[src/logic/irq_seq_map.svh]
// Constants for the vectored interrupt sequencer: register offsets,
// field positions, reset values, vectors and timing counts.
// Assumes inclusion by bare name from logic/ files only.
`ifndef IRQ_SEQ_MAP_SVH
`define IRQ_SEQ_MAP_SVH

// Program counter geometry
`define PC_WIDTH 12
`define PC_OFFSET_WIDTH 7
`define PAGE_WORDS 128
`define WORD_BITS 10
`define VECTOR_PAGE 5'h01

// Vector offsets inside the vector page
`define VEC_EXT 7'h00
`define VEC_TIMER_ONE 7'h04
`define VEC_TIMER_TWO 7'h06
`define VEC_CONVERTER 7'h0C

// Source indices, also the priority order (0 highest)
`define SRC_EXT 2'h0
`define SRC_TIMER_ONE 2'h1
`define SRC_TIMER_TWO 2'h2
`define SRC_CONVERTER 2'h3

// APB register byte offsets
`define OFF_IRQ_CTRL1 8'h00
`define OFF_IRQ_CTRL2 8'h04
`define OFF_STATUS 8'h08
`define OFF_PC 8'h0C

// Enable bit positions
`define BIT_EXT_EN 0
`define BIT_TIMER_ONE_EN 2
`define BIT_TIMER_TWO_EN 3
`define BIT_CONVERTER_EN 2

// Status field positions
`define STATUS_GIE_BIT 4
`define STATUS_ENABLE_PEND_BIT 5

// Reset values
`define CTRL1_RESET 4'h0
`define CTRL2_RESET 4'h0
`define PC_RESET 12'h000

// Extra wait cycles when the condition meets a multi-cycle instruction
`define MULTI_EXTRA_CYCLES 1

`endif

[src/logic/irq_seq_pkg.sv]
// Types shared by the vectored interrupt sequencer files.
// Assumes irq_seq_map.svh is on the include path.
`include "irq_seq_map.svh"

package irq_seq_pkg;

  typedef enum logic [2:0] {
    KIND_SEQ = 3'h0,
    KIND_JUMP = 3'h1,
    KIND_ENABLE_IRQ = 3'h2,
    KIND_DISABLE_IRQ = 3'h3,
    KIND_RETURN_IRQ = 3'h4,
    KIND_SKIPTEST = 3'h5
  } instr_kind_e;

  typedef struct packed {
    instr_kind_e kind;
    logic [1:0] src;
    logic [1:0] words;
    logic [`PC_WIDTH-1:0] target;
  } instr_s;

  typedef struct packed {
    logic [8:0] ram_pointer;
    logic carry_bit;
    logic skip;
    logic [3:0] reg_a;
    logic [3:0] reg_b;
  } ctx_s;

  typedef struct packed {
    logic [`PC_WIDTH-1:`PC_OFFSET_WIDTH] pc_page_field;
    logic [`PC_OFFSET_WIDTH-1:0] pc_offset_field;
  } pc_s;

  typedef enum logic [1:0] {
    ST_IDLE = 2'h0,
    ST_ARM = 2'h1,
    ST_HOLD = 2'h3,
    ST_TAKEN = 2'h2
  } take_state_e;

endpackage

[src/logic/paged_pc.sv]
// Paged program counter: page field above, in-page offset below.
// Assumes the caller gives either a load or a step each cycle, not both.
`timescale 1ns/1ps
`include "irq_seq_map.svh"
module paged_pc #(
  parameter int PC_W = `PC_WIDTH
) (
  input wire logic pclk,
  input wire logic presetn,
  input wire logic load,
  input wire logic [PC_W-1:0] load_addr,
  input wire logic [1:0] step,
  output logic [PC_W-1:0] pc_q
);

  if (PC_W <= `PC_OFFSET_WIDTH) begin : g_bad_width
    $error("paged_pc: counter must be wider than the offset field");
  end

  // Plain binary add carries offset 127 into the next page
  always_ff @(posedge pclk or negedge presetn) begin
    if (!presetn) begin
      pc_q <= PC_W'(`PC_RESET);
    end else if (load) begin
      pc_q <= load_addr;
    end else begin
      pc_q <= pc_q + PC_W'(step);
    end
  end

endmodule

[src/logic/request_flag.sv]
// One latched interrupt request flag.
// Assumes set and clear are single-cycle pulses on pclk.
`timescale 1ns/1ps
module request_flag (
  input wire logic pclk,
  input wire logic presetn,
  input wire logic set_pulse,
  input wire logic clr_pulse,
  output logic flag_q
);

  always_ff @(posedge pclk or negedge presetn) begin
    if (!presetn) begin
      flag_q <= 1'b0;
    end else if (set_pulse) begin
      // A new event beats a clear in the same cycle
      flag_q <= 1'b1;
    end else if (clr_pulse) begin
      flag_q <= 1'b0;
    end
  end

endmodule

[src/logic/vectored_interrupt_sequencer.sv]
// Vectored interrupt sequencer with its paged program counter and APB
// register window. Assumes the instruction sequencer reports each retired
// instruction as a one-cycle pulse and stalls while irq_take is high.
//
// The address map and the APB slave port are this design's own decisions.
`timescale 1ns/1ps
`include "irq_seq_map.svh"
module vectored_interrupt_sequencer #(
  parameter int PC_W = `PC_WIDTH
) (
  input wire logic pclk,
  input wire logic presetn,
  input wire logic [7:0] paddr,
  input wire logic psel,
  input wire logic penable,
  input wire logic pwrite,
  input wire logic [31:0] pwdata,
  output logic [31:0] prdata,
  output logic pready,
  output logic pslverr,
  input wire logic [3:0] source_event,
  input wire logic instr_valid,
  input wire irq_seq_pkg::instr_s instr,
  input wire logic multi_cycle_busy,
  input wire irq_seq_pkg::ctx_s ctx_live,
  output irq_seq_pkg::pc_s pc,
  output logic irq_take,
  output logic [1:0] irq_source,
  output logic ret_push,
  output logic [PC_W-1:0] ret_addr,
  output logic ret_pop,
  output logic ctx_restore_valid,
  output irq_seq_pkg::ctx_s ctx_restore,
  output logic skip_next,
  output logic [3:0] request_flags,
  output logic global_irq_enable
);

  if (PC_W != `PC_WIDTH) begin : g_bad_pc
    $error("vectored_interrupt_sequencer: PC_W must match the pc_s type");
  end

  logic [3:0] ctrl1_q;
  logic [3:0] ctrl2_q;
  logic [3:0] flags;
  logic [3:0] enables;
  logic [3:0] pending;
  logic [3:0] clr_take;
  logic [3:0] clr_skip;
  logic gie_q;
  logic enable_pend_q;
  logic take_now;
  logic [1:0] take_src;
  logic [PC_W-1:0] seq_next;
  logic [PC_W-1:0] vector_addr;
  logic [PC_W-1:0] pc_addr;
  logic pc_load;
  logic [PC_W-1:0] pc_load_addr;
  logic [1:0] pc_step;
  logic skip_hit;
  irq_seq_pkg::ctx_s ctx_store_q;
  irq_seq_pkg::take_state_e state_q;
  irq_seq_pkg::take_state_e state_d;

  assign enables = {ctrl1_q[`BIT_TIMER_TWO_EN], ctrl1_q[`BIT_TIMER_ONE_EN],
                    ctrl1_q[`BIT_EXT_EN], ctrl2_q[`BIT_CONVERTER_EN]} == 4'h0 ? 4'h0 :
                   {ctrl2_q[`BIT_CONVERTER_EN], ctrl1_q[`BIT_TIMER_TWO_EN],
                    ctrl1_q[`BIT_TIMER_ONE_EN], ctrl1_q[`BIT_EXT_EN]};

  assign pending = gie_q ? (flags & enables) : 4'h0;

  function automatic logic [1:0] pick(input logic [3:0] p);
    logic [1:0] s;
    s = `SRC_CONVERTER;
    if (p[2]) begin
      s = `SRC_TIMER_TWO;
    end
    if (p[1]) begin
      s = `SRC_TIMER_ONE;
    end
    if (p[0]) begin
      s = `SRC_EXT;
    end
    return s;
  endfunction

  assign take_src = pick(pending);
  assign take_now = ((state_q == irq_seq_pkg::ST_ARM && !multi_cycle_busy) ||
                     state_q == irq_seq_pkg::ST_HOLD) && (pending != 4'h0);

  always_comb begin
    case (take_src)
      `SRC_EXT: vector_addr = {PC_W'(`VECTOR_PAGE)} << `PC_OFFSET_WIDTH | PC_W'(`VEC_EXT);
      `SRC_TIMER_ONE: vector_addr = {PC_W'(`VECTOR_PAGE)} << `PC_OFFSET_WIDTH | PC_W'(`VEC_TIMER_ONE);
      `SRC_TIMER_TWO: vector_addr = {PC_W'(`VECTOR_PAGE)} << `PC_OFFSET_WIDTH | PC_W'(`VEC_TIMER_TWO);
      default: vector_addr = {PC_W'(`VECTOR_PAGE)} << `PC_OFFSET_WIDTH | PC_W'(`VEC_CONVERTER);
    endcase
  end

  // Skip test works only with the enable bit clear
  assign skip_hit = instr_valid && instr.kind == irq_seq_pkg::KIND_SKIPTEST &&
                    flags[instr.src] && !enables[instr.src];

  // Clear only the serviced flag or the skipped one
  always_comb begin
    clr_take = 4'h0;
    clr_skip = 4'h0;
    if (take_now) begin
      clr_take[take_src] = 1'b1;
    end
    if (skip_hit) begin
      clr_skip[instr.src] = 1'b1;
    end
  end

  for (genvar i = 0; i < 4; i++) begin : g_flag
    request_flag u_flag (
      .pclk(pclk),
      .presetn(presetn),
      .set_pulse(source_event[i]),
      .clr_pulse(clr_take[i] | clr_skip[i]),
      .flag_q(flags[i])
    );
  end

  // Where the retiring instruction leaves the counter
  always_comb begin
    seq_next = pc_addr;
    if (instr_valid) begin
      if (instr.kind == irq_seq_pkg::KIND_JUMP || instr.kind == irq_seq_pkg::KIND_RETURN_IRQ) begin
        seq_next = instr.target;
      end else begin
        seq_next = pc_addr + PC_W'(instr.words);
      end
    end
  end

  // Jump and return load instr.target; a take overrides
  always_comb begin
    pc_load = 1'b0;
    pc_load_addr = instr.target;
    pc_step = 2'h0;
    if (take_now) begin
      pc_load = 1'b1;
      pc_load_addr = vector_addr;
    end else if (instr_valid) begin
      if (instr.kind == irq_seq_pkg::KIND_JUMP || instr.kind == irq_seq_pkg::KIND_RETURN_IRQ) begin
        pc_load = 1'b1;
      end else begin
        pc_step = instr.words;
      end
    end
  end

  // Paged counter, binary carry across pages
  paged_pc #(
    .PC_W(PC_W)
  ) u_pc (
    .pclk(pclk),
    .presetn(presetn),
    .load(pc_load),
    .load_addr(pc_load_addr),
    .step(pc_step),
    .pc_q(pc_addr)
  );

  assign pc = irq_seq_pkg::pc_s'(pc_addr);

  // Two cycles normally, one more inside a multi-cycle instruction
  always_comb begin
    state_d = state_q;
    case (state_q)
      irq_seq_pkg::ST_IDLE: begin
        if (pending != 4'h0) begin
          state_d = irq_seq_pkg::ST_ARM;
        end
      end
      irq_seq_pkg::ST_ARM: begin
        if (pending == 4'h0) begin
          state_d = irq_seq_pkg::ST_IDLE;
        end else if (multi_cycle_busy) begin
          state_d = irq_seq_pkg::ST_HOLD;
        end else begin
          state_d = irq_seq_pkg::ST_TAKEN;
        end
      end
      irq_seq_pkg::ST_HOLD: begin
        state_d = take_now ? irq_seq_pkg::ST_TAKEN : irq_seq_pkg::ST_IDLE;
      end
      irq_seq_pkg::ST_TAKEN: begin
        state_d = irq_seq_pkg::ST_IDLE;
      end
      default: begin
        state_d = irq_seq_pkg::ST_IDLE;
      end
    endcase
  end

  always_ff @(posedge pclk or negedge presetn) begin
    if (!presetn) begin
      state_q <= irq_seq_pkg::ST_IDLE;
    end else begin
      state_q <= state_d;
    end
  end

  // Global enable and delayed enable
  always_ff @(posedge pclk or negedge presetn) begin
    if (!presetn) begin
      gie_q <= 1'b0;
      enable_pend_q <= 1'b0;
    end else if (take_now) begin
      gie_q <= 1'b0;
      enable_pend_q <= 1'b0;
    end else if (instr_valid) begin
      case (instr.kind)
        irq_seq_pkg::KIND_ENABLE_IRQ: begin
          // Armed now, effective after the next instruction
          enable_pend_q <= 1'b1;
        end
        irq_seq_pkg::KIND_DISABLE_IRQ: begin
          gie_q <= 1'b0;
          enable_pend_q <= 1'b0;
        end
        default: begin
          if (enable_pend_q) begin
            gie_q <= 1'b1;
            enable_pend_q <= 1'b0;
          end
        end
      endcase
    end
  end

  // Take: push return address, one-stage context save
  always_ff @(posedge pclk or negedge presetn) begin
    if (!presetn) begin
      irq_take <= 1'b0;
      irq_source <= 2'h0;
      ret_push <= 1'b0;
      ret_addr <= '0;
      ctx_store_q <= '0;
    end else begin
      irq_take <= take_now;
      ret_push <= take_now;
      if (take_now) begin
        irq_source <= take_src;
        ret_addr <= seq_next;
        ctx_store_q <= ctx_live;
      end
    end
  end

  // Return restores context and pops the stack
  always_ff @(posedge pclk or negedge presetn) begin
    if (!presetn) begin
      ret_pop <= 1'b0;
      ctx_restore_valid <= 1'b0;
      ctx_restore <= '0;
    end else begin
      ret_pop <= instr_valid && instr.kind == irq_seq_pkg::KIND_RETURN_IRQ && !take_now;
      ctx_restore_valid <= instr_valid && instr.kind == irq_seq_pkg::KIND_RETURN_IRQ && !take_now;
      ctx_restore <= ctx_store_q;
    end
  end

  always_ff @(posedge pclk or negedge presetn) begin
    if (!presetn) begin
      skip_next <= 1'b0;
    end else begin
      skip_next <= skip_hit;
    end
  end

  always_ff @(posedge pclk or negedge presetn) begin
    if (!presetn) begin
      request_flags <= 4'h0;
      global_irq_enable <= 1'b0;
    end else begin
      request_flags <= flags;
      global_irq_enable <= gie_q;
    end
  end

  // APB slave: decode in setup, answer with pready in the first access cycle
  logic apb_setup;
  logic apb_write;
  logic apb_known;
  assign apb_setup = psel && !penable;
  assign apb_write = psel && penable && pwrite && pready;
  assign apb_known = paddr == `OFF_IRQ_CTRL1 || paddr == `OFF_IRQ_CTRL2 ||
                     paddr == `OFF_STATUS || paddr == `OFF_PC;

  // Control registers reset to zero; writes land at the access edge
  always_ff @(posedge pclk or negedge presetn) begin
    if (!presetn) begin
      ctrl1_q <= `CTRL1_RESET;
      ctrl2_q <= `CTRL2_RESET;
    end else if (apb_write && !pslverr) begin
      if (paddr == `OFF_IRQ_CTRL1) begin
        ctrl1_q <= pwdata[3:0];
      end
      if (paddr == `OFF_IRQ_CTRL2) begin
        ctrl2_q <= pwdata[3:0];
      end
    end
  end

  always_ff @(posedge pclk or negedge presetn) begin
    if (!presetn) begin
      pready <= 1'b0;
      pslverr <= 1'b0;
      prdata <= 32'h0000_0000;
    end else begin
      pready <= apb_setup;
      pslverr <= apb_setup && !apb_known;
      prdata <= 32'h0000_0000;
      if (apb_setup && !pwrite) begin
        case (paddr)
          `OFF_IRQ_CTRL1: prdata <= {28'h000_0000, ctrl1_q};
          `OFF_IRQ_CTRL2: prdata <= {28'h000_0000, ctrl2_q};
          `OFF_STATUS: prdata <= {26'h000_0000, enable_pend_q, gie_q, flags};
          `OFF_PC: prdata <= 32'(pc_addr);
          default: prdata <= 32'h0000_0000;
        endcase
      end
    end
  end

endmodule

[config.mk]
export PLATFORM = sky130hd
export DESIGN_NAME = vectored_interrupt_sequencer
export DESIGN_NICKNAME = d
export VERILOG_FILES = /design/src/logic/irq_seq_pkg.sv /design/src/logic/paged_pc.sv /design/src/logic/request_flag.sv /design/src/logic/vectored_interrupt_sequencer.sv
export VERILOG_INCLUDE_DIRS = /design/src /design/src/logic
export SDC_FILE = /design/constraint.sdc
export NUM_CORES = 1
export LEC_CHECK = 0
export BUFFER_PORTS_ARGS = -buffer_cell sky130_fd_sc_hd__buf_4
export CELL_PAD_IN_SITES_DETAIL_PLACEMENT = 1
export CELL_PAD_IN_SITES_GLOBAL_PLACEMENT = 2
export CORE_MARGIN = 10
export CORE_UTILIZATION = 27
export DETAILED_ROUTE_END_ITERATION = 16
export PLACE_DENSITY = 0.87
export SETUP_SLACK_MARGIN = 0.05
export SKIP_CTS_REPAIR_TIMING = 1
export SYNTH_ARGS = -nofsm -noshare
export SYNTH_HDL_FRONTEND = slang
export SYNTH_HIERARCHICAL = 1
export SYNTH_SLANG_ARGS = --single-unit
[constraint.sdc]
create_clock -name pclk -period 3 [get_ports pclk]
set_input_delay 0.6 -clock pclk [delete_from_list [all_inputs] [get_ports pclk]]
set_output_delay 0.6 -clock pclk [all_outputs]
set_load 0.05 [all_outputs]
==> results of run 1 <==
## per-stage QoR
| step | area (um2) | TNS (ns) |
|---|---|---|
| after floorplan | 4920 | 0 |
| final | 6410 | 0 |
| after global placement | 6030 | 0 |
| after detailed placement | 6030 | 0 |
| after global routing | 6410 | 0 |
| after CTS | 6380 | -0.0171 |
## synthesized netlist by cell type (9+ instances only)
library cell	number	area (um2)
nor2_1	34	128
nand3_1	10	50.1
a21oi_1	14	70.1
mux2_2	11	124
clkbuf_1	11	41.3
nand2_1	84	315
dfrtp_1	102	2550
a21o_1	9	67.6
buf_4	22	165
and3_1	10	62.6
o21ai_0	23	115
inv_1	22	82.6
and2_1	9	56.3
## power by group through the flow
stage / combinational, uW / clock [uW] / sequential (uW)
floorplan: 400 / 0 / 1800
global placement: 878 / 0 / 1660
detailed placement: 904 / 0 / 1670
CTS: 911 / 1410 / 1640
global route: 985 / 1460 / 1660
finish: 904 / 1370 / 1640
## worst register-to-register path: stages, from the launching register on
cell     delay [ns]
dfrtp_2        0.44
a22oi_1        0.22
nand2_1        0.14
nand4_1        0.23
nand2_2        0.10
nor3b_2        0.24
ha_2           0.22
inv_1          0.05
fa_2           0.39
or4_2          0.67
nand3_1        0.10
## layout make-up
cell class | instances | area (um2)
fillers | 1968 | 11100
clock inverters | 6 | 116
multi-input cells | 332 | 2020
inverters | 22 | 82.6
repair buffers | 150 | 1130
well taps | 225 | 282
flip-flops and latches | 102 | 2550
clock buffers | 10 | 229
## routing by layer
layer	vias up	wire length [um]	track usage, %
li1	1884	-	-
met1	1973	6640	15.5
met2	116	7730	21.7
met3	18	978	4.24
met4	0	303	4.36
met5	-	0	0
## worst paths after layout
check	end	start	slack [ns]	cells past startpoint
min in group pclk	ctx_restore[18]	ctx_store_q[18]	0.37	0
max in group asynchronous	prdata[1]	presetn	1.88	2
max reg2reg	u_pc/pc_q[6]	g_flag[2].u_flag/flag_q	0.15	10
min reg2reg	ctx_restore[18]	ctx_store_q[18]	0.37	0
max	u_pc/pc_q[6]	g_flag[2].u_flag/flag_q	0.15	10
min	ctx_store_q[5]	presetn	0.29	1
## cell families (layout without fill, tap and decap cells)
family	count (synthesis)	count (layout)
compound gates	80	80
xor+xnor	7	7
fa+ha+maj	6	6
buf+inv	64	188
flops	102	102
mux	19	19
other cells	1	20
simple gates	200	200
## flip-flops by register name (all words and copies together) (netlist names), 2 cells and up
name / flops
g_flag.u_flag/flag_q: 4
ctrl2_q: 4
state_q: 2
ret_addr: 12
u_pc/pc_q: 12
ctx_restore: 19
ctx_store_q: 19
irq_source: 2
ctrl1_q: 4
prdata: 12
request_flags: 4
==> run_results.csv, run 1 <==
group,metric,value,unit
timing,rsz0062_at_grt,"no",
critical_path,startpoint_type,"flip-flop",
yosys,synth.area.mux_share,5.34,%
min_path,hp-class,"in -> async",
timing,setup_viol,0,
layout,area.growth.synth_to_final,32.3,%
drt,wire_per_inst,18.5,um
place,dpl.hpwl,11900,um
yosys,synth_xor_area_share,1.42,%
drt,wl,15700,um
drt,drt_pass1_iterations,4,
timing,fmax,351,MHz
power_and_ir_drop,internal-power,2580,uW
yosys,synth-simple-area-share,20.6,%
grt,grt_usage,13.0,%
drt,drc,0,
place,gp_congestion,0.825,
power_and_ir_drop,power_leakage,0.00323,uW
die,initial_core_util,27.7,%
power_and_ir_drop,sw_frac_of_total,34.2,%
timing,period_needed,2.85,ns
die,die_height,154,um
power_and_ir_drop,ir_drop,0.407,mV
run_status,status,"completed",
yosys,netlist_instances,479,
die,io_pins,178,
power_and_ir_drop,p_total,3920,uW
layout,nets,712,
place,place_ws,0.0539,ns
drt,vias,3991,
critical_path,worstPathArrival,3.14,ns
power_and_ir_drop,clkPwrFrac,35.0,%
clock_network,cts_sinks,102,
clock_network,cts_inserted_buffers,9,
yosys,synth_seq_area_share,52.7,%
clock_network,htreeDepth,3,
critical_path,cp-end-kind,"flip-flop",
timing,hold_viol_final,0,
grt,grt_overflow,0,
die,die_area,23700,um2
yosys,yosys_warnings,6,
power_and_ir_drop,power-per-cell-area,611,nW/um2
power_and_ir_drop,p_sw,1340,uW
critical_path,crit_type,"reg -> reg",
die,die_w,154,um
place,dp_cells,828,
grt,grt_max_degree,56,
yosys,ys_async_sr_fraction,100,%
layout,finish.utilization,36.7,%
timing,slew_viol_final,0,
yosys,synth_top_family_by_area,"simple AND/OR/NAND/NOR gates",
yosys,synthAdderAreaFrac,1.86,%
layout,drive_above_1_share,31.5,%
power_and_ir_drop,comb_power_share,23.1,%
die,coreArea,17500,um2
layout,final_common_cell,"buf_4",
yosys,synth_compound_area_share,10.7,%
clock_network,cts_max_path_buffers,2,
yosys,ys_ff_latch,102,
timing,worst_pin_slew,0.754,ns
job,drv_cap,0,
drt,antenna_left,0,
critical_path,crit_chain,"a22oi_1 -> nand2_1 -> nand4_1 -> nand2_2 -> nor3b_2 -> ha_2 -> inv_1 -> fa_2 -> or4_2 -> nand3_1",
critical_path,critPathBufInv,1,
yosys,synth_edf_count,0,
critical_path,critical_path.max_fanout,6,
power_and_ir_drop,seq_power_share,41.9,%
grt,grt_pass1_wl,24800,um
clock_network,cts_tree,"yes",
die,rows,48,
drt,via_per_inst,4.71,
critical_path,critical-path-slowest-cell,"or4_2",
clock_network,insertion_delay,0.35,ns
timing,post-route-period-util,94.9,%
critical_path,required,3.29,ns
layout,stdcell_count,847,
yosys,syn-cell-area,4850,um2
clock_network,clk_pin_slew,0.08,ns
yosys,yosysUniqueCellTypes,60,
timing,slew_headroom,49.8,%
layout,final_cell_mix,"buf_4 (150), dfrtp_1 (101), nand2_1 (83), nor2_1 (34), o21ai_0 (23)",
yosys,syn_area_per_cell,10.1,um2
grt,antenna_found_initial,0,
critical_path,cpLargestDelayFamily,"simple AND/OR/NAND/NOR gates",
critical_path,max_stage_delay,0.67,ns
clock_network,cts-root-buf,"clkbuf_16",
yosys,synthFlopType,"dfrtp_1",
layout,n_antenna_cell,0,
drt,drt_iter0_markers,135,
timing,holdWs,0.292,ns
timing,finalWorstSetupSlack,0.152,ns
place,port_buffers,129,
grt,first_global_vias,4347,
timing,finalClockSkew,0.00927,ns
No activity file was read; power rests on OpenSTA's default activity.
==> run 2, diff against run 1 <==
--- a/config.mk
+++ b/config.mk
@@ -6,13 +6,13 @@
 export SDC_FILE = /design/constraint.sdc
 export NUM_CORES = 1
 export LEC_CHECK = 0
-export BUFFER_PORTS_ARGS = -buffer_cell sky130_fd_sc_hd__buf_4
 export CELL_PAD_IN_SITES_DETAIL_PLACEMENT = 1
 export CELL_PAD_IN_SITES_GLOBAL_PLACEMENT = 2
 export CORE_MARGIN = 10
-export CORE_UTILIZATION = 27
+export CORE_UTILIZATION = 34
 export DETAILED_ROUTE_END_ITERATION = 16
-export PLACE_DENSITY = 0.87
+export DONT_BUFFER_PORTS = 1
+export PLACE_DENSITY = 0.85
 export SETUP_SLACK_MARGIN = 0.05
 export SKIP_CTS_REPAIR_TIMING = 1
 export SYNTH_ARGS = -nofsm -noshare
==> run 2 against run 1 <==
  * The flow now finishes with violations (hold timing)
  * Non-clock buffer count fell by 128
  * Final cell count fell by 21%
  * First-iteration DRC count rose by 12%
  * Hold slack got worse by 0.34 ns
  * Wire length fell by 10%
  * Clock power fell by 22%
  * Global-route usage rose by 1.1 points
  * Register-to-register slack improved by 0.11 ns
  * Critical path depth did not move
  * Design area fell by 17%
  * Clock-buffer cell count did not move
  * Largest cell class unchanged
==> run_results.csv, run 2 (same netlist as run 1, synthesis figures left out) <==
group,metric,value,unit
run_status,status,"finished, violations left",
grt,first_global_vias,3768,
timing,slew_headroom,38.1,%
die,die_w,139,um
critical_path,reg2regPathDepth,10,
die,rows,43,
layout,drive_above_1_share,13.0,%
timing,finalWorstSetupSlack,0.266,ns
timing,rsz0062_at_grt,"no",
layout,top_regs,"ctx_restore (19), ctx_store_q (19)",
critical_path,critical_path.max_fanout,8,
clock_network,cts-root-buf,"clkbuf_16",
die,coreArea,13900,um2
timing,slew_viol_final,0,
critical_path,max_stage_delay,0.67,ns
clock_network,insertion_delay,0.34,ns
die,die_height,139,um
power_and_ir_drop,power_leakage,0.00255,uW
critical_path,rrSetupSlack,0.27,ns
clock_network,cts_tree,"yes",
die,die_area,19400,um2
drt,drt_iter0_markers,151,
drt,wire_per_inst,20.8,um
place,place_ws,0.143,ns
timing,period_needed,2.73,ns
drt,via_per_inst,5.19,
grt,grt_max_degree,103,
layout,final_common_cell,"dfrtp_1",
drt,vias,3496,
timing,fin_setup_tns,0,ns
critical_path,startpoint_type,"flip-flop",
place,dpl.hpwl,10700,um
clock_network,cts_inserted_buffers,9,
timing,finalClockSkew,0.0131,ns
timing,post-route-period-util,91.1,%
clock_network,cts_sinks,102,
clock_network,htreeDepth,3,
layout,nets,584,
grt,grt_overflow,0,
grt,grt_pass1_wl,22100,um
timing,setup_viol,0,
critical_path,required,3.28,ns
place,port_buffers,0,
critical_path,r2r_end,"u_pc/pc_q[6]",
layout,area.growth.synth_to_final,9.55,%
critical_path,crit_type,"reg -> reg",
die,io_pins,178,
power_and_ir_drop,ir_drop,0.270,mV
critical_path,worstPathArrival,3.02,ns
timing,worst_pin_slew,0.929,ns
critical_path,cp_common_cell,"nand2_1",
drt,wl,14000,um
layout,final.fill_count,1561,
clock_network,cts_max_path_buffers,2,
job,drv_cap,0,
grt,grt_usage,14.1,%
grt,antenna_found_initial,0,
power_and_ir_drop,power-per-cell-area,654,nW/um2
die,initial_core_util,34.8,%
timing,hold_viol_final,102,
run_status,violations,"hold timing",
layout,n_antenna_cell,0,
critical_path,cp-end-kind,"flip-flop",
min_path,hp-class,"in -> async",
drt,drt_pass1_iterations,4,
critical_path,r2r-start,"ctrl1_q[2]",
critical_path,crit_chain,"a22oi_1 -> nand2_1 -> nand4_1 -> nand2_1 -> nor3b_2 -> ha_1 -> inv_1 -> fa_2 -> or4_2 -> nand3_1",
clock_network,clk_pin_slew,0.08,ns
drt,drc,0,
drt,antenna_left,0,
layout,final_cell_mix,"dfrtp_1 (102), nand2_1 (84), nor2_1 (34), o21ai_0 (23)",
place,gp_congestion,0.757,
critical_path,critical-path-slowest-cell,"or4_2",
timing,fmax,366,MHz
timing,holdWs,-0.0451,ns
-- run 2: changes by cell type in the layout (fill, tap and decap cells not counted) --
cell,change
inv_6,-3
ha_1,+1
buf_4,-128
nand2_1,+1
dfrtp_1,+1
dfrtp_2,-1
bufinv_16,-3
clkinv_4,+2
clkinv_2,+1
ha_2,-1
nand2_2,-1
clkinvlp_4,+2
-- run 2: area by class of cell --
class | count | area [um2] | share of cell area, %
Multi-Input combinational cell | 332 | 2020 | 38.0
Clock inverter | 5 | 37.5 | 0.707
Sequential cell | 102 | 2550 | 48.1
Inverter | 22 | 82.6 | 1.56
Clock buffer | 10 | 229 | 4.31
Tap cell | 180 | 225 | 4.24
Timing Repair Buffer | 22 | 165 | 3.11
-- run 2: stage by stage --
stage	cell area (um2)	power, uW	cells	util, %
6_report	5310	3470	673	38.1
5_1_grt	5310	3640	673	38.1
4_1_cts	5300	3510	673	38.1
3_5_place_dp	5040	2430	658	36.1
3_3_place_gp	5040	2400	658	36.1
2_1_floorplan	4920	2200	498	-
-- run 2: worst max path at each step --
stage                            startpoint            to  slack [ns]  depth (start not counted)
finish                           ctrl1_q[2]  u_pc/pc_q[6]        0.27                         10
global route                     ctrl1_q[2]  u_pc/pc_q[6]        0.06                         10
CTS                              ctrl1_q[2]  u_pc/pc_q[6]        0.09                         10
detailed placement  g_flag[2].u_flag/flag_q  u_pc/pc_q[6]        0.14                         10
global placement    g_flag[2].u_flag/flag_q  u_pc/pc_q[6]        0.17                         10
floorplan                       instr_valid  u_pc/pc_q[6]        0.08                          9
-- run 2: layer usage --
layer  part of all wire [%]  vias to the layer above  wire, um  global-route usage [%]
li1                       -                     1626         -                       -
met1                     41                     1749      5790                    16.4
met2                     49                      106      6910                    23.7
met3                    7.8                       15      1090                    4.97
met4                    1.8                        0       246                    4.83
met5                      0                        -         0                       0
-- run 2: power by group --
part / switching [uW] / total, uW / leakage (uW) / internal, uW
clock: 512 / 1070 / 0.000125 / 560
combinational: 533 / 777 / 0.00108 / 244
sequential: 186 / 1620 / 0.00134 / 1440
total: 1230 / 3470 / 0.00255 / 2240
-- run 2: worst max-delay path: cells and delay by family, from the launching register on --
kind,cells,cell delay (ns)
AO/OA/AOI/OAI,1,0.21
flip-flops,1,0.44
adder cells (fa/ha/maj),2,0.62
buffers and inverters,1,0.06
AND/OR/NAND/NOR,6,1.35
